File: config.mk
export PLATFORM = sky130hd
export DESIGN_NAME = ues_core
export DESIGN_NICKNAME = d
export VERILOG_FILES = /design/src/hw/ues_pkg.sv /design/src/hw/ues_ahb_slave.sv /design/src/hw/ues_core.sv /design/src/hw/ues_status_fifo.sv
export SDC_FILE = /design/constraint.sdc
export NUM_CORES = 1
export LEC_CHECK = 0
export BUFFER_PORTS_ARGS = -buffer_cell sky130_fd_sc_hd__buf_2
export CORE_ASPECT_RATIO = 0.9
export CORE_MARGIN = 4
export CORE_UTILIZATION = 39
export CTS_BUF_LIST = sky130_fd_sc_hd__clkbuf_8
export CTS_CLUSTER_DIAMETER = 150
export DETAILED_ROUTE_END_ITERATION = 16
export GPL_ROUTABILITY_DRIVEN = 1
export PLACE_DENSITY = 0.66
export SLEW_MARGIN = 20
export SYNTH_ARGS = -nofsm -noshare
export SYNTH_HDL_FRONTEND = slang
export SYNTH_HIERARCHICAL = 1
export SYNTH_SLANG_ARGS = --single-unit
File: constraint.sdc
create_clock -name clk -period 5.4 [get_ports clk]
set_input_delay 0.27 -clock clk [delete_from_list [all_inputs] [get_ports clk]]
set_output_delay 0.27 -clock clk [all_outputs]
set_load 0.05 [all_outputs]
File: src/hw/ues_pkg.sv
// Package with register map, field layouts and shared types of the USB error/status/control block.
package ues_pkg;

	// Register byte addresses on the AHB-Lite slave.
	localparam logic [7:0] UES_ADDR_INTFLAG = 8'h00;
	localparam logic [7:0] UES_ADDR_ERRFLAG = 8'h04;
	localparam logic [7:0] UES_ADDR_ERROR_INTERRUPT_ENABLE = 8'h08;
	localparam logic [7:0] UES_ADDR_STATUS = 8'h0C;
	localparam logic [7:0] UES_ADDR_CTRL = 8'h10;
	localparam logic [7:0] UES_ADDR_BANK = 8'h14;
	localparam int UES_ADDR_W = 8;

	// Interrupt flag register bit positions.
	localparam int UES_INT_ERROR = 1;
	localparam int UES_INT_TOKDONE = 3;

	// Error enable register: bit 6 is unimplemented.
	localparam logic [7:0] UES_ERROR_INTERRUPT_ENABLE_MASK = 8'hBF;
	localparam logic [7:0] UES_ERROR_INTERRUPT_ENABLE_RST = 8'h00;
	localparam logic [7:0] UES_ERRFLAG_RST = 8'h00;

	// Control register bit positions and reset value.
	localparam int UES_CTL_SETUP_HOLD = 5;
	localparam int UES_CTL_RESUME = 2;
	localparam int UES_CTL_BANK_CLR = 1;
	localparam int UES_CTL_ENABLE = 0;
	localparam logic [7:0] UES_CTL_RST = 8'h00;

	// Status FIFO geometry.
	localparam int UES_FIFO_DEPTH = 4;
	localparam int UES_PTR_W = 2;
	localparam logic [2:0] UES_CNT_FULL = 3'h4;
	localparam logic [2:0] UES_CNT_ONE = 3'h1;

	// Double-buffered endpoints with ping-pong bank bits.
	localparam int UES_BANK_EPS = 2;
	localparam logic [3:0] UES_EP_FIRST_PP = 4'h5;

	localparam logic [1:0] UES_HTRANS_NONSEQ = 2'h2;

	// One completed transaction as reported by the serial engine.
	typedef struct packed
	{
		logic [3:0] endpoint_number;
		logic is_in;
		logic is_odd;
	} ues_status_t;

	// Error events from the serial engine, one per flag bit position.
	typedef struct packed
	{
		logic bit_stuff;
		logic unused6;
		logic buffer;
		logic turnaround;
		logic partial_byte;
		logic data_checksum;
		logic token_checksum;
		logic packet_id;
	} ues_err_t;

	// Packs a status entry into the status window byte.
	function automatic logic [7:0] ues_status_byte(input ues_status_t s);
		ues_status_byte = {s.endpoint_number, s.is_in, s.is_odd, 2'h0};
	endfunction

endpackage

File: src/hw/ues_ahb_slave.sv
// AHB-Lite slave front end: captures address phase, issues register strobes that last the whole data phase.
`timescale 1ns/10ps
module ues_ahb_slave
	import ues_pkg::*;
(
	input wire logic clk, // Module clock.
	input wire logic rstn, // Synchronous reset, active low.
	input wire logic hsel, // Slave select.
	input wire logic [31:0] haddr, // Byte address.
	input wire logic [1:0] htrans, // Transfer type.
	input wire logic hwrite, // Write when high.
	input wire logic hready, // Bus ready.
	input wire logic [31:0] hwdata, // Write data.
	output logic wr_stb, // One-cycle write strobe in the data phase.
	output logic rd_stb, // Read strobe, held for the whole data phase including its wait state.
	output logic [UES_ADDR_W-1:0] reg_addr, // Latched register address.
	output logic [7:0] wr_data // Write byte, valid with wr_stb.
);

	logic act_ff;
	logic write_ff;
	logic [UES_ADDR_W-1:0] addr_ff;

	// Address phase is taken whenever the bus is ready; held through a wait state.
	always_ff @(posedge clk)
	begin
		if (!rstn)
		begin
			act_ff <= 1'b0;
			write_ff <= 1'b0;
			addr_ff <= '0;
		end
		else if (hready)
		begin
			act_ff <= hsel && (htrans == UES_HTRANS_NONSEQ);
			write_ff <= hwrite;
			addr_ff <= haddr[UES_ADDR_W-1:0];
		end
	end

	assign wr_stb = act_ff && write_ff;
	assign rd_stb = act_ff && !write_ff;
	assign reg_addr = addr_ff;
	assign wr_data = hwdata[7:0];

endmodule

File: src/hw/ues_core.sv
// Error flags, error enables, transaction status window and module control of the USB device.
//
// Implementation choices: the AHB-Lite slave port and the address map.
`timescale 1ns/10ps
module ues_core
	import ues_pkg::*;
(
	input wire logic clk, // Module clock, 250 MHz.
	input wire logic rstn, // Synchronous reset, active low.
	input wire logic hsel, // AHB-Lite slave select.
	input wire logic [31:0] haddr, // AHB-Lite address.
	input wire logic [1:0] htrans, // AHB-Lite transfer type.
	input wire logic hwrite, // AHB-Lite write.
	input wire logic [2:0] hsize, // AHB-Lite size, word only.
	input wire logic hready, // AHB-Lite bus ready.
	input wire logic [31:0] hwdata, // AHB-Lite write data.
	output logic [31:0] hrdata, // AHB-Lite read data.
	output logic hreadyout, // AHB-Lite slave ready.
	output logic hresp, // AHB-Lite response, always OKAY.
	input wire ues_err_t err_event, // One-cycle error detections from the serial engine.
	input wire logic txn_done, // Pulse: a descriptor was finished.
	input wire ues_status_t txn_status, // Status of the finished transaction.
	input wire logic setup_seen, // Pulse: a SETUP token was received.
	input wire logic [UES_BANK_EPS-1:0] bank_toggle, // Pulse per endpoint 5/6: flip bank bit.
	output logic engine_run, // Serial engine may process tokens.
	output logic engine_reset, // One-cycle reset of serial engine state.
	output logic resume_drive, // Drive resume signalling on the bus.
	output logic error_summary, // Error summary flag of interrupt flags.
	output logic token_done_flag, // Token-done flag of interrupt flags.
	output logic [UES_BANK_EPS-1:0] bank_bits, // Ping-pong bank bits of endpoints 5 and 6.
	output logic status_overflow // Pulse: status lost because FIFO full.
);

	logic wr_stb;
	logic rd_stb;
	logic [UES_ADDR_W-1:0] reg_addr;
	logic [7:0] wr_data;

	logic [7:0] err_flag_ff;
	logic [7:0] err_enb_ff;
	logic [7:0] ctl_ff;
	logic tokdone_ff;
	logic [UES_BANK_EPS-1:0] bank_ff;
	logic [31:0] rdata_ff;
	logic overflow_ff;
	logic engine_reset_ff;
	logic err_sum_ff;
	logic hreadyout_ff;
	logic read_request;

	logic [7:0] nxt_err_flag;
	logic [7:0] err_masked;
	logic tok_clear;
	logic fifo_pop;
	logic fifo_push;
	logic fifo_flush;
	logic fifo_not_empty;
	logic fifo_full;
	ues_status_t fifo_head;
	logic enable_rise;
	logic bank_clear;
	logic [7:0] err_evt_bits;

	ues_ahb_slave u_slave
	(
		.clk(clk),
		.rstn(rstn),
		.hsel(hsel),
		.haddr(haddr),
		.htrans(htrans),
		.hwrite(hwrite),
		.hready(hready),
		.hwdata(hwdata),
		.wr_stb(wr_stb),
		.rd_stb(rd_stb),
		.reg_addr(reg_addr),
		.wr_data(wr_data)
	);

	// A read address phase is taken while the bus is ready and the slave is selected.
	assign read_request = hready && hsel && (htrans == UES_HTRANS_NONSEQ) && !hwrite;

	// Reads get one wait state, because the read data register fills during the first data cycle.
	// Writes never wait, and the slave never signals an error.
	always_ff @(posedge clk)
	begin
		if (!rstn)
			hreadyout_ff <= 1'b1;
		else if (read_request)
			hreadyout_ff <= 1'b0;
		else
			hreadyout_ff <= 1'b1;
	end

	assign hreadyout = hreadyout_ff;
	assign hresp = 1'b0;
	assign hrdata = rdata_ff;

	// Error flags: events set, write-one clears, and a set in the same cycle wins.
	assign err_evt_bits = err_event & UES_ERROR_INTERRUPT_ENABLE_MASK;
	always_comb
	begin
		nxt_err_flag = err_flag_ff;
		if (wr_stb && reg_addr == UES_ADDR_ERRFLAG)
			nxt_err_flag = nxt_err_flag & ~wr_data;
		nxt_err_flag = nxt_err_flag | err_evt_bits;
	end

	always_ff @(posedge clk)
	begin
		if (!rstn)
			err_flag_ff <= UES_ERRFLAG_RST;
		else
			err_flag_ff <= nxt_err_flag;
	end

	// Error interrupt enables; bit 6 is not stored.
	always_ff @(posedge clk)
	begin
		if (!rstn)
			err_enb_ff <= UES_ERROR_INTERRUPT_ENABLE_RST;
		else if (wr_stb && reg_addr == UES_ADDR_ERROR_INTERRUPT_ENABLE)
			err_enb_ff <= wr_data & UES_ERROR_INTERRUPT_ENABLE_MASK;
	end

	// Each flag qualified by its own enable bit, then ORed into the summary.
	assign err_masked = err_flag_ff & err_enb_ff;

	always_ff @(posedge clk)
	begin
		if (!rstn)
			err_sum_ff <= 1'b0;
		else
			err_sum_ff <= |err_masked;
	end

	// Module control: hold bit set by SETUP, the rest written by software.
	assign enable_rise = wr_stb && reg_addr == UES_ADDR_CTRL && wr_data[UES_CTL_ENABLE]
		&& !ctl_ff[UES_CTL_ENABLE];
	assign bank_clear = wr_stb && reg_addr == UES_ADDR_CTRL && wr_data[UES_CTL_BANK_CLR];

	always_ff @(posedge clk)
	begin
		if (!rstn)
			ctl_ff <= UES_CTL_RST;
		else
		begin
			if (wr_stb && reg_addr == UES_ADDR_CTRL)
			begin
				ctl_ff[UES_CTL_SETUP_HOLD] <= wr_data[UES_CTL_SETUP_HOLD];
				ctl_ff[UES_CTL_RESUME] <= wr_data[UES_CTL_RESUME];
				ctl_ff[UES_CTL_ENABLE] <= wr_data[UES_CTL_ENABLE];
			end
			// SETUP arrival overrides a simultaneous software clear.
			if (setup_seen && ctl_ff[UES_CTL_ENABLE])
				ctl_ff[UES_CTL_SETUP_HOLD] <= 1'b1;
		end
	end

	// Bank bits: the engine flips them, bank clear or enable forces even.
	always_ff @(posedge clk)
	begin
		if (!rstn)
			bank_ff <= '0;
		else if (bank_clear || enable_rise)
			bank_ff <= '0;
		else if (ctl_ff[UES_CTL_ENABLE])
			bank_ff <= bank_ff ^ bank_toggle;
	end

	// Engine reset pulse on enabling; transceiver and regulator are not touched here.
	always_ff @(posedge clk)
	begin
		if (!rstn)
			engine_reset_ff <= 1'b0;
		else
			engine_reset_ff <= enable_rise;
	end

	// Status FIFO: completions push, clearing token-done pops the head.
	assign tok_clear = wr_stb && reg_addr == UES_ADDR_INTFLAG && wr_data[UES_INT_TOKDONE];
	assign fifo_pop = tok_clear && tokdone_ff;
	assign fifo_push = txn_done && ctl_ff[UES_CTL_ENABLE];
	assign fifo_flush = enable_rise;

	ues_status_fifo u_fifo
	(
		.clk(clk),
		.rstn(rstn),
		.flush(fifo_flush),
		.push(fifo_push),
		.push_data(txn_status),
		.pop(fifo_pop),
		.head(fifo_head),
		.not_empty(fifo_not_empty),
		.full(fifo_full)
	);

	// Token-done follows FIFO occupancy; a pop with more queued re-raises it next cycle.
	always_ff @(posedge clk)
	begin
		if (!rstn)
			tokdone_ff <= 1'b0;
		else if (fifo_pop)
			tokdone_ff <= 1'b0;
		else
			tokdone_ff <= fifo_not_empty;
	end

	// A completion that finds the FIFO full is lost; it is reported unless a pop falls in the same cycle.
	always_ff @(posedge clk)
	begin
		if (!rstn)
			overflow_ff <= 1'b0;
		else
			overflow_ff <= fifo_push && fifo_full && !fifo_pop;
	end

	// Read data registered in the data phase.
	always_ff @(posedge clk)
	begin
		if (!rstn)
			rdata_ff <= '0;
		else if (rd_stb)
		begin
			rdata_ff <= '0;
			unique case (reg_addr)
				UES_ADDR_INTFLAG:
					rdata_ff[7:0] <= {4'h0, tokdone_ff, 1'b0, err_sum_ff, 1'b0};
				UES_ADDR_ERRFLAG:
					rdata_ff[7:0] <= err_flag_ff;
				UES_ADDR_ERROR_INTERRUPT_ENABLE:
					rdata_ff[7:0] <= err_enb_ff;
				UES_ADDR_STATUS:
					// Valid only while token-done is set; otherwise reads zero.
					rdata_ff[7:0] <= tokdone_ff ? ues_status_byte(fifo_head) : 8'h00;
				UES_ADDR_CTRL:
					rdata_ff[7:0] <= ctl_ff;
				UES_ADDR_BANK:
					rdata_ff[7:0] <= {6'h00, bank_ff};
				default:
					rdata_ff <= '0;
			endcase
		end
	end

	// Outputs to the serial engine and interrupt logic.
	always_ff @(posedge clk)
	begin
		if (!rstn)
		begin
			engine_run <= 1'b0;
			resume_drive <= 1'b0;
		end
		else
		begin
			engine_run <= ctl_ff[UES_CTL_ENABLE] && !ctl_ff[UES_CTL_SETUP_HOLD];
			resume_drive <= ctl_ff[UES_CTL_RESUME];
		end
	end

	assign engine_reset = engine_reset_ff;
	assign error_summary = err_sum_ff;
	assign token_done_flag = tokdone_ff;
	assign bank_bits = bank_ff;
	assign status_overflow = overflow_ff;

endmodule

File: src/hw/ues_status_fifo.sv
// Four-entry status FIFO that backs the transaction status window.
`timescale 1ns/10ps
module ues_status_fifo
	import ues_pkg::*;
(
	input wire logic clk, // Module clock.
	input wire logic rstn, // Synchronous reset, active low.
	input wire logic flush, // Drops every queued entry.
	input wire logic push, // Writes one entry when not full.
	input wire ues_status_t push_data, // Entry to write.
	input wire logic pop, // Retires the head entry.
	output ues_status_t head, // Oldest entry.
	output logic not_empty, // At least one entry queued.
	output logic full // No room for another entry.
);

	ues_status_t mem_ff [UES_FIFO_DEPTH];
	logic [UES_PTR_W-1:0] wr_ptr_ff;
	logic [UES_PTR_W-1:0] rd_ptr_ff;
	logic [2:0] count_ff;
	logic do_push;
	logic do_pop;

	assign do_pop = pop && (count_ff != 3'h0);
	assign do_push = push && (count_ff != UES_CNT_FULL);
	assign head = mem_ff[rd_ptr_ff];
	assign not_empty = (count_ff != 3'h0);
	assign full = (count_ff == UES_CNT_FULL);

	// Storage is not reset; the count alone says what is valid.
	always_ff @(posedge clk)
	begin
		if (do_push)
			mem_ff[wr_ptr_ff] <= push_data;
	end

	// Pointers and fill count.
	always_ff @(posedge clk)
	begin
		if (!rstn || flush)
		begin
			wr_ptr_ff <= '0;
			rd_ptr_ff <= '0;
			count_ff <= '0;
		end
		else
		begin
			if (do_push)
				wr_ptr_ff <= wr_ptr_ff + 2'h1;
			if (do_pop)
				rd_ptr_ff <= rd_ptr_ff + 2'h1;
			if (do_push && !do_pop)
				count_ff <= count_ff + UES_CNT_ONE;
			else if (do_pop && !do_push)
				count_ff <= count_ff - UES_CNT_ONE;
		end
	end

endmodule

[After elaboration in Yosys (flattened, before gate mapping)]
Memory sizes are Yosys's and may differ from the RTL's. A register that Yosys moved wholly into a read port is not among the register bits.
Cells that the tools add are included.
Storage, ports and cells
  register bits: 52
  latch bits: 0
  bits in writable memories: 24
  bits in read-only memories: 0
  output and inout port bits: 42
  logic and storage cells: 91
  memories kept: 1
Operators by class
  $add $sub $neg: 4
  multiply operators: 0
  div/mod/pow operators: 0
  $lt $le $gt $ge: 0
  equal/unequal tests: 8
  shift-type cells: 0
  multiplexer cells: 12
  bitwise gates (word level): 6
  reductions and logical operators: 41
Memories
  u_fifo.mem_ff: words 4, bits a word 6, read ports 1, clocked after memory_dff 1, write ports 1, line ues_status_fifo.sv:17  | ues_status_t mem_ff [UES_FIFO_DEPTH];
Operators by type and width (count)
  8-bit case mux with 6 select lines: 1
  1-bit logical AND: 24
  8-bit bitwise AND: 2
  8-bit by 4-bit equality test with 1-bit output, second input constant: 2
  8-bit by 5-bit equality test with 1-bit output, second input constant: 2
  8-bit 2-to-1 mux: 2
  8-bit by 3-bit equality test with 1-bit output, second input constant: 1
  1-bit zero test: 8
  8-bit zero test: 1
  8-bit NOT: 1
  8-bit bitwise OR: 1
  8-bit OR reduction: 1
  3-bit 2-to-1 mux: 2
  1-bit 2-to-1 mux: 5
  2-bit by 1-bit adder with 2-bit output, second input constant: 2
  2-bit 2-to-1 mux: 2
  2-bit nonzero test: 2
  2-bit OR reduction: 2
  3-bit by 1-bit adder with 3-bit output, second input constant: 1
  3-bit equality test, second input constant: 1
  3-bit != test, second input constant: 1
  3-bit nonzero test: 1
  3-bit by 1-bit subtractor with 3-bit output, second input constant: 1
  2-bit equality test, second input constant: 1
  other kinds (3): 4

[Depth between registers and ports, before layout]
Gate-level depths: netlist of the first run.
  depth in word-level cells: 8
  gate-level depth with buffers: 12

[Hierarchy]
Netlist of the first run, hierarchy kept.
By module, submodules not included
  ues_core: times used 1, cells each 209, area each 1821.7 um^2, sequential area each 700.7 um^2
  ues_status_fifo: times used 1, cells each 81, area each 1337.5 um^2, sequential area each 900.9 um^2
  ues_ahb_slave: times used 1, cells each 42, area each 452.9 um^2, sequential area each 200.2 um^2

[Least setup slack after synthesis of the first run]
OpenSTA, ideal clock, no wires.
  path kind: reg2reg
  start point: register u_slave.addr_ff[4] (netlist: u_slave/reg_addr[4])
  end point: register u_fifo.count_ff[2]
  library setup time: 70 ps
  arrival time: 2288 ps
  required time: 5330 ps
  path slack: 3042 ps
  stages on the path, launching flop included: 13
  buffers on the path: 1
  path through: dfxtp_1 -> buf_6 -> nor4_4 -> and2_4 -> nand4_1 -> inv_1 -> o31ai_1 -> ha_1 -> inv_1 -> fa_1 -> xor2_1 -> or3_2 -> a21oi_1
Between the ends
  longest elaborated chain between the ends: 8
  elaborated cells on any way between the ends: 15
  those cells by class: eq/ne (1); mux (1); reduce/logical (13)
Ends and longest elaborated chain
  start, declared: line ues_ahb_slave.sv:22  | logic [UES_ADDR_W-1:0] addr_ff;
  start signal, assigned: line ues_ahb_slave.sv:37  | addr_ff <= haddr[UES_ADDR_W-1:0];
  8-bit zero test *: line ues_core.sv:181  | assign tok_clear = wr_stb && reg_addr == UES_ADDR_INTFLAG && wr_data[UES_INT_TOKDONE];
  1-bit logical AND * (2 in series): line ues_core.sv:181
  1-bit logical AND *: line ues_core.sv:182  | assign fifo_pop = tok_clear && tokdone_ff;
  net fifo_pop: line ues_core.sv:54  | logic fifo_pop;
  1-bit logical AND *: line ues_status_fifo.sv:24  | assign do_pop = pop && (count_ff != 3'h0);
  1-bit zero test: line ues_status_fifo.sv:52  | if (do_push && !do_pop)
  1-bit logical AND: line ues_status_fifo.sv:52
  3-bit 2-to-1 mux or 2-bit nonzero test (tied branches)
  end signal, assigned: line ues_status_fifo.sv:53  | count_ff <= count_ff + UES_CNT_ONE;
  end signal, assigned: line ues_status_fifo.sv:55  | count_ff <= count_ff - UES_CNT_ONE;
  end, declared: line ues_status_fifo.sv:20  | logic [2:0] count_ff;
Mark *: on every way through the listed nets, which the timed path passes. The rest lies on a longest branch.
A chain may end at the register's enable or synchronous reset.

[Worst setup path in the final report of the first run]
Ends and elaborated chain as after synthesis.

==> run_results.csv, run 1 <==
group,metric,value,unit
global_route,first_global_vias,2396,
global_route,gr-total-overflow,0,
drt,vias,2492,
global_route,use_met3,0.0428,
timing,rsz0062_at_grt,"false",
pwr,p_seq_frac,0.503,
timing,slew_violations,0,
timing,fin_setup_tns,0,ns
drt,drt_iter0_drc,147,
global_route,grtUsageTotal,0.144,
clock_tree,htree_levels,3,
floorplan,dieArea,0.0109,sq mm
drt,drt_wl_total,7430,microns
timing,finalSetupViolations,0,
worst_setup_path,end_kind,"flip-flop",
pwr,clockPowerShare,0.417,
finish,syn2layout_area_growth,12.3,%
clock_tree,postCtsHoldBufs,0,
logic_synthesis,synthCells,332,
worst_setup_path,crit_family,"simple AND/OR/NAND/NOR gates",
finish,mostFrequentLayoutCells,"buf_2, dfxtp_1, conb_1, edfxtp_1, mux2i_1",
clock_tree,cts_tree,"built",
finish,diodes,0,
global_route,globalRouteMet2Util,0.218,
global_route,met1_usage,0.197,
global_route,antenna_found_initial,0,
finish,nNetsFinal,477,
status,run_status,"finished, final reports clean",
placed_design,port_buffers,56,
logic_synthesis,synth_area,0.00361,sq mm
worst_setup_path,criticalPathCategory,"flip-flop to flip-flop",
pwr,p_comb_frac,0.079,
worst_setup_path,r2r_start,"u_slave/reg_addr[4]",
run,drv_cap,0,
floorplan,start_util,0.398,
hold_path,worstHoldStart,"hwdata[6]",
clock_tree,post_cts_buffers,0,
pwr,power,1240,uW
floorplan,die_w,109,microns
logic_synthesis,synth_cell_type_count,55,
drt,drc,0,
timing,hold_viol,0,
logic_synthesis,async_flop_share,0,
logic_synthesis,avgSynthCellArea,10.9,sq um
pwr,peakVddDrop,0.101,mV
placed_design,dpl.hpwl,5540,microns
pwr,p_leak,0.00172,uW
worst_setup_path,slowest_stage,"dfxtp_1",
clock_tree,clk_latency,0.34,ns
timing,slew_headroom,0.580,
pwr,p_per_area,305,mW/mm^2
timing,period_minus_slack,2.78,ns
timing,fmaxAchievable,359,MHz
global_route,gr-max-usage-layer,"met2",
clock_tree,cts_buffers,9,
clock_tree,max-clock-path-buffers,2,
finish,final_common_cell,"buf_2",
floorplan,ios,134,
timing,skew,0.00510,ns
logic_synthesis,ys_seq_area_frac,0.499,
logic_synthesis,ys_ff_latch,78,
pwr,netSwitchingFraction,0.237,
clock_tree,clkSinkCount,78,
placed_design,place.gp.congestion,0.773,
drt,viasPerCell,4.92,
worst_setup_path,crit_path_cell_trace,"nor4_4, and2_4, nand4_1, inv_1, o31ai_1, ha_1, inv_1, fa_1, xor2_1, or3_2, a21oi_1",
drt,drt_first_pass_iters,4,
logic_synthesis,synth_warnings,6,
worst_setup_path,required,5.67,ns
worst_setup_path,crit_top_cell,"inv_1",
finish,post_route_cells_drive_above_1_share,0.242,
drt,ant_nets,0,
worst_setup_path,max_stage_delay,0.57,ns
drt,post_drt_wl_per_cell,14.7,microns
logic_synthesis,ys.flop_type,"dfxtp_1",
floorplan,die_y,99.3,microns
clock_tree,cts_root_buf,"clkbuf_8",
global_route,grt_max_degree,30,
hold_path,hp-class,"primary input to flip-flop",
worst_setup_path,critPathLaunchType,"flip-flop",
clock_tree,cts_resized,0,
pwr,p_int,942,uW
timing,holdWs,0.120,ns
worst_setup_path,reg2reg_slack,2.62,ns
timing,min_period_over_period,0.515,
clock_tree,cts.clk_slew.worst_paths,0.08,ns
global_route,grt_pass1_wl,12000,microns
floorplan,row_count,33,
worst_setup_path,path_buf_inv,2,
worst_setup_path,arrival,3.06,ns
floorplan,core_area,0.00908,sq mm
worst_setup_path,worstSetupStartpoint,"u_slave/reg_addr[4]",
timing,tightest_slew,0.629,ns
worst_setup_path,path_max_fanout,10,
logic_synthesis,synth_enable_flop_cells,24,
finish,post-route-util,0.446,
pwr,p_switching,293,uW
[layer usage]
layer	up-vias	routed length, microns
met5	-	0
met3	10	522
met4	0	81
met1	1177	3410
met2	91	3420
li1	1214	-
[cell usage after synthesis, drive strengths merged (2+ instances only)]
master | instances | area, sq um
a21boi | 2 | 15.0
a21oi | 10 | 50.1
a22oi | 2 | 15.0
a311oi | 2 | 17.5
a31oi | 10 | 62.6
and2 | 7 | 46.3
and3 | 6 | 42.5
and4 | 2 | 17.5
buf | 40 | 300
clkbuf | 4 | 15.0
dfxtp | 54 | 1080
edfxtp | 24 | 721
ha | 5 | 62.6
inv | 19 | 71.3
mux2i | 21 | 210
mux4 | 7 | 158
nand2 | 10 | 37.5
nand2b | 7 | 43.8
nand3 | 11 | 55.1
nand3b | 2 | 15.0
nand4 | 5 | 43.8
nor2 | 19 | 73.8
nor2b | 14 | 87.6
nor3 | 2 | 15.0
o21ai | 19 | 95.1
o31ai | 2 | 15.0
or3 | 3 | 21.3
xor2 | 6 | 52.6
[final cells by class]
class | instances | area, sq um
flip-flops and latches | 78 | 1800
clock buffers | 9 | 124
repair buffers | 56 | 280
inverters | 20 | 76.3
clock inverters | 7 | 111
well taps | 122 | 153
fillers | 874 | 5030
multi-input cells | 214 | 1510
[power groups by stage]
stage	clock, uW	sequential (uW)	combinational, uW
after detailed placement	0	635	98.2
after floorplan	0	630	95.4
final	515	622	98.1
after CTS	524	622	98.4
after global routing	553	624	107
after global placement	0	635	96.9
[state kept, by name (all words and copies together) (netlist names), 2 cells and up, named ones only]
register / cells
u_fifo/count_ff: 3
err_enb_ff: 7
hrdata: 8
u_fifo/mem_ff: 24
err_flag_ff: 8
bank_bits: 2
u_fifo/rd_ptr_ff: 2
ctl_ff: 3
u_fifo/wr_ptr_ff: 2
u_slave/reg_addr: 8
[worst register-to-register path, stage by stage (launching register included)]
cell and delay (ns):
dfxtp_1 0.57, nor4_4 0.12, and2_4 0.20, nand4_1 0.17
inv_1 0.08, o31ai_1 0.13, ha_1 0.27, inv_1 0.06
fa_1 0.38, xor2_1 0.18, or3_2 0.41, a21oi_1 0.16
[logic make-up (layout without fill, tap and decap cells)]
| family | after synthesis | in the layout | synth area share |
|---|---|---|---|
| other cells | 1 | 25 | 0.00104 |
| mux | 29 | 29 | 0.105 |
| xor+xnor | 6 | 6 | 0.0145 |
| fa+ha+maj | 6 | 6 | 0.0229 |
| buf+inv | 64 | 92 | 0.108 |
| compound gates | 53 | 53 | 0.0894 |
| flops | 78 | 78 | 0.499 |
| simple gates | 95 | 95 | 0.160 |
[final timing paths]
check                                          end  cells past startpoint
worst max register to register  u_fifo/count_ff[2]                     11
worst max-delay path            u_fifo/count_ff[2]                     11
worst min-delay path                err_flag_ff[6]                      2
worst min register to register      err_flag_ff[6]                      2
[metrics by stage]
stage	worst slack (ns)	cells	area (sq um)
after floorplan	3.04	356	3700
after global placement	2.72	490	3820
after detailed placement	2.68	490	3820
after CTS	2.65	506	4060
after global routing	2.42	506	4060
final	2.62	506	4060
Power figures use the tool's default switching activity.
==> inputs of run 2 (changes only) <==
--- a/config.mk
+++ b/config.mk
@@ -5,6 +5,7 @@
 export SDC_FILE = /design/constraint.sdc
 export NUM_CORES = 1
 export LEC_CHECK = 0
+export ABC_AREA = 1
 export BUFFER_PORTS_ARGS = -buffer_cell sky130_fd_sc_hd__buf_2
 export CORE_ASPECT_RATIO = 0.9
 export CORE_MARGIN = 4
@@ -13,7 +14,7 @@
 export CTS_CLUSTER_DIAMETER = 150
 export DETAILED_ROUTE_END_ITERATION = 16
 export GPL_ROUTABILITY_DRIVEN = 1
-export PLACE_DENSITY = 0.66
+export PLACE_DENSITY = 0.65
 export SLEW_MARGIN = 20
 export SYNTH_ARGS = -nofsm -noshare
 export SYNTH_HDL_FRONTEND = slang
==> constraint.sdc (replaced) <==
create_clock -name clk -period 2.69 [get_ports clk]
set_input_delay 0.1345 -clock clk [delete_from_list [all_inputs] [get_ports clk]]
set_output_delay 0.1345 -clock clk [all_outputs]
set_load 0.05 [all_outputs]
==> run 2 against run 1 <==
Clock skew up 0.0086 ns. Clock power is 87% higher. Utilization up 1.8 points. Non-clock buffer count grew 12. Combinational power is 140% higher. Sequential power up 100%. Area after synthesis rose by 4.8%. First-iteration DRC count shrank 19%. Via count grew 17%. Critical endpoint is now u_fifo/count_ff[1]. Largest cell class unchanged. Highest routed layer unchanged.
==> run_results.csv, run 2 <==
group,metric,value,unit
clock_tree,clk_latency,0.35,ns
logic_synthesis,ys_ff_latch,78,
drt,vias,2909,
clock_tree,cts_buffers,9,
finish,nNetsFinal,607,
floorplan,start_util,0.408,
logic_synthesis,yosys.area.top_type_share,0.285,
global_route,use_met3,0.0424,
logic_synthesis,synth_top_family_by_area,"simple AND/OR/NAND/NOR gates",
finish,largest_register_ffs,24,
global_route,grtUsageTotal,0.143,
drt,drt_first_pass_iters,4,
logic_synthesis,synthXorXnorAreaFrac,0.00463,
finish,final_common_cell,"nand2_1",
floorplan,die_w,112,microns
clock_tree,cts_resized,0,
worst_setup_path,criticalPathCategory,"flip-flop to flip-flop",
drt,post_drt_wl_per_cell,12.4,microns
logic_synthesis,async_flop_share,0,
worst_setup_path,path_max_fanout,5,
clock_tree,cts.clk_slew.worst_paths,0.07,ns
global_route,gr-max-usage-layer,"met2",
finish,multi_input_area,0.00151,sq mm
logic_synthesis,synthAdderAreaFrac,0.0218,
global_route,met1_usage,0.184,
timing,hold_viol,0,
floorplan,row_count,33,
logic_synthesis,ys_top_cells_by_area,"dfxtp_1, edfxtp_1, buf_4",
drt,drt_wl_total,7880,microns
logic_synthesis,synth_common_cells,"nand2_1, inv_1, dfxtp_1, nor2_1, buf_4",
logic_synthesis,synth_cell_type_count,41,
pwr,clockPowerShare,0.394,
clock_tree,max-clock-path-buffers,2,
worst_setup_path,crit_path_cell_trace,"nor2_1, nand2_1, nor2_1, nand2_1, nor2_1, nand2_1, ha_1, inv_1, fa_1, o21ai_0, a21oi_1",
finish,fill_cells,920,
global_route,grt_pass1_wl,13000,microns
logic_synthesis,avgSynthCellArea,8.45,sq um
worst_setup_path,critical_path_cell_count,11,
logic_synthesis,synth_compound_area_frac,0.134,
global_route,antenna_found_initial,0,
logic_synthesis,synth_warnings,6,
run,drv_cap,0,
worst_setup_path,critPathLaunchType,"flip-flop",
finish,top_register,"u_fifo/mem_ff",
logic_synthesis,synth_enable_flop_cells,24,
worst_setup_path,arrival,2.40,ns
floorplan,dieArea,0.0114,sq mm
drt,ant_nets,0,
logic_synthesis,synth_mux_area_frac,0,
global_route,gr-total-overflow,0,
worst_setup_path,end_kind,"flip-flop",
global_route,grt_max_degree,26,
floorplan,die_y,101,microns
clock_tree,cts_root_buf,"clkbuf_8",
clock_tree,clkSinkCount,78,
pwr,p_int,1840,uW
finish,seq_area,0.00180,sq mm
finish,post_route_cells_drive_above_1_share,0.206,
hold_path,whs_path_depth,3,
global_route,globalRouteMet2Util,0.232,
finish,post-route-util,0.464,
timing,fmaxAchievable,462,MHz
floorplan,core_area,0.00929,sq mm
logic_synthesis,synth_top_cell_by_area,"dfxtp_1",
logic_synthesis,synthSimpleGateAreaFrac,0.212,
finish,diodes,0,
worst_setup_path,crit_family,"simple AND/OR/NAND/NOR gates",
placed_design,place.gp.congestion,0.786,
timing,skew,0.0137,ns
status,run_status,"finished, final reports clean",
logic_synthesis,synthCells,448,
clock_tree,cts_tree,"built",
worst_setup_path,slowest_stage,"fa_1",
timing,slew_headroom,0.565,
pwr,netSwitchingFraction,0.248,
clock_tree,htree_levels,3,
timing,slew_violations,0,
drt,drc,0,
logic_synthesis,synth_area,0.00379,sq mm
pwr,p_comb_frac,0.096,
placed_design,port_buffers,56,
finish,syn2layout_area_growth,13.9,%
clock_tree,post_cts_buffers,0,
timing,rsz0062_at_grt,"false",
timing,tightest_slew,0.650,ns
pwr,p_switching,606,uW
worst_setup_path,worst_r2r_path_depth,11,
timing,period_minus_slack,2.16,ns
hold_path,hp-class,"primary input to flip-flop",
logic_synthesis,ys.flop_type,"dfxtp_1",
logic_synthesis,ys_seq_area_frac,0.476,
worst_setup_path,max_stage_delay,0.41,ns
drt,viasPerCell,4.57,
finish,mostFrequentLayoutCells,"nand2_1, inv_1, buf_2, dfxtp_1, nor2_1",
worst_setup_path,required,2.93,ns
global_route,first_global_vias,2844,
pwr,p_per_area,566,mW/mm^2
drt,drt_iter0_drc,119,
timing,min_period_over_period,0.805,
placed_design,dpl.hpwl,5860,microns
pwr,p_seq_frac,0.511,
worst_setup_path,path_buf_inv,1,
timing,finalSetupViolations,0,
pwr,p_leak,0.00197,uW
floorplan,ios,134,
pwr,peakVddDrop,0.276,mV
logic_synthesis,synthMostInstantiatedCell,"nand2_1",
timing,fin_setup_tns,0,ns
run 2: repair_timing:
item	CTS	global route
hold buffers	11	0
hold endpoints to repair	25	0
endpoints found under the setup margin	0	0
run 2: power by group through the flow:
stage	Clock [uW]	Sequential, uW	Combinational, uW
2_1_floorplan	0	1270	210
3_5_place_dp	0	1270	222
5_1_grt	1040	1250	258
4_1_cts	986	1250	235
3_3_place_gp	0	1270	219
6_report	961	1250	234
run 2: logic make-up (layout without fill, tap and decap cells):
| family | after synthesis | count (layout) |
|---|---|---|
| XOR/XNOR | 2 | 2 |
| adder cells (fa/ha/maj) | 6 | 6 |
| other | 1 | 25 |
| buffers and inverters | 104 | 146 |
| flip-flops | 78 | 78 |
| AO/OA/AOI/OAI | 87 | 87 |
| AND/OR/NAND/NOR | 170 | 170 |
run 2: cell type report:
type | count | area share
Clock buffer | 10 | 0.0319
Clock inverter | 6 | 0.0197
Inverter | 62 | 0.0540
Multi-Input combinational cell | 290 | 0.349
Sequential cell | 78 | 0.418
Tap cell | 122 | 0.0354
Timing Repair Buffer | 68 | 0.0923
run 2: layer usage:
metal  wire length, microns  share of wire  vias to the layer above
met5                      0              0                        -
met4                     58         0.0074                        0
met3                    508          0.064                        4
met2                   3530           0.45                       84
met1                   3790           0.48                     1301
li1                       -              -                     1520
run 2: worst min-delay path, delay by kind of cell:
| kind | cells | cell delay (ns) |
|---|---|---|
| and+or+nand+nor | 2 | 0.12 |
| buffers and inverters | 1 | 0.08 |
run 2: worst paths after layout:
path                                          start                   to  slack [ns]
worst max-delay path            u_slave/reg_addr[3]   u_fifo/count_ff[1]        0.53
worst min-delay path                       haddr[6]  u_slave/reg_addr[6]        0.02
worst max register to register  u_slave/reg_addr[3]   u_fifo/count_ff[1]        0.53
worst min register to register       err_flag_ff[6]       err_flag_ff[6]        0.46
run 2: metrics by stage:
stage / worst slack [ns] / cell area, sq um / std cells / hold WS (ns) / total power (uW)
finish: 0.526 / 4310 / 636 / 0.0203 / 2440
global route: 0.323 / 4310 / 636 / 0.00292 / 2540
CTS: 0.535 / 4310 / 636 / 0.000601 / 2470
detailed placement: 0.547 / 3980 / 609 / 0.346 / 1500
global placement: 0.545 / 3980 / 609 / 0.343 / 1490
floorplan: 0.628 / 3880 / 472 / 0.233 / 1480
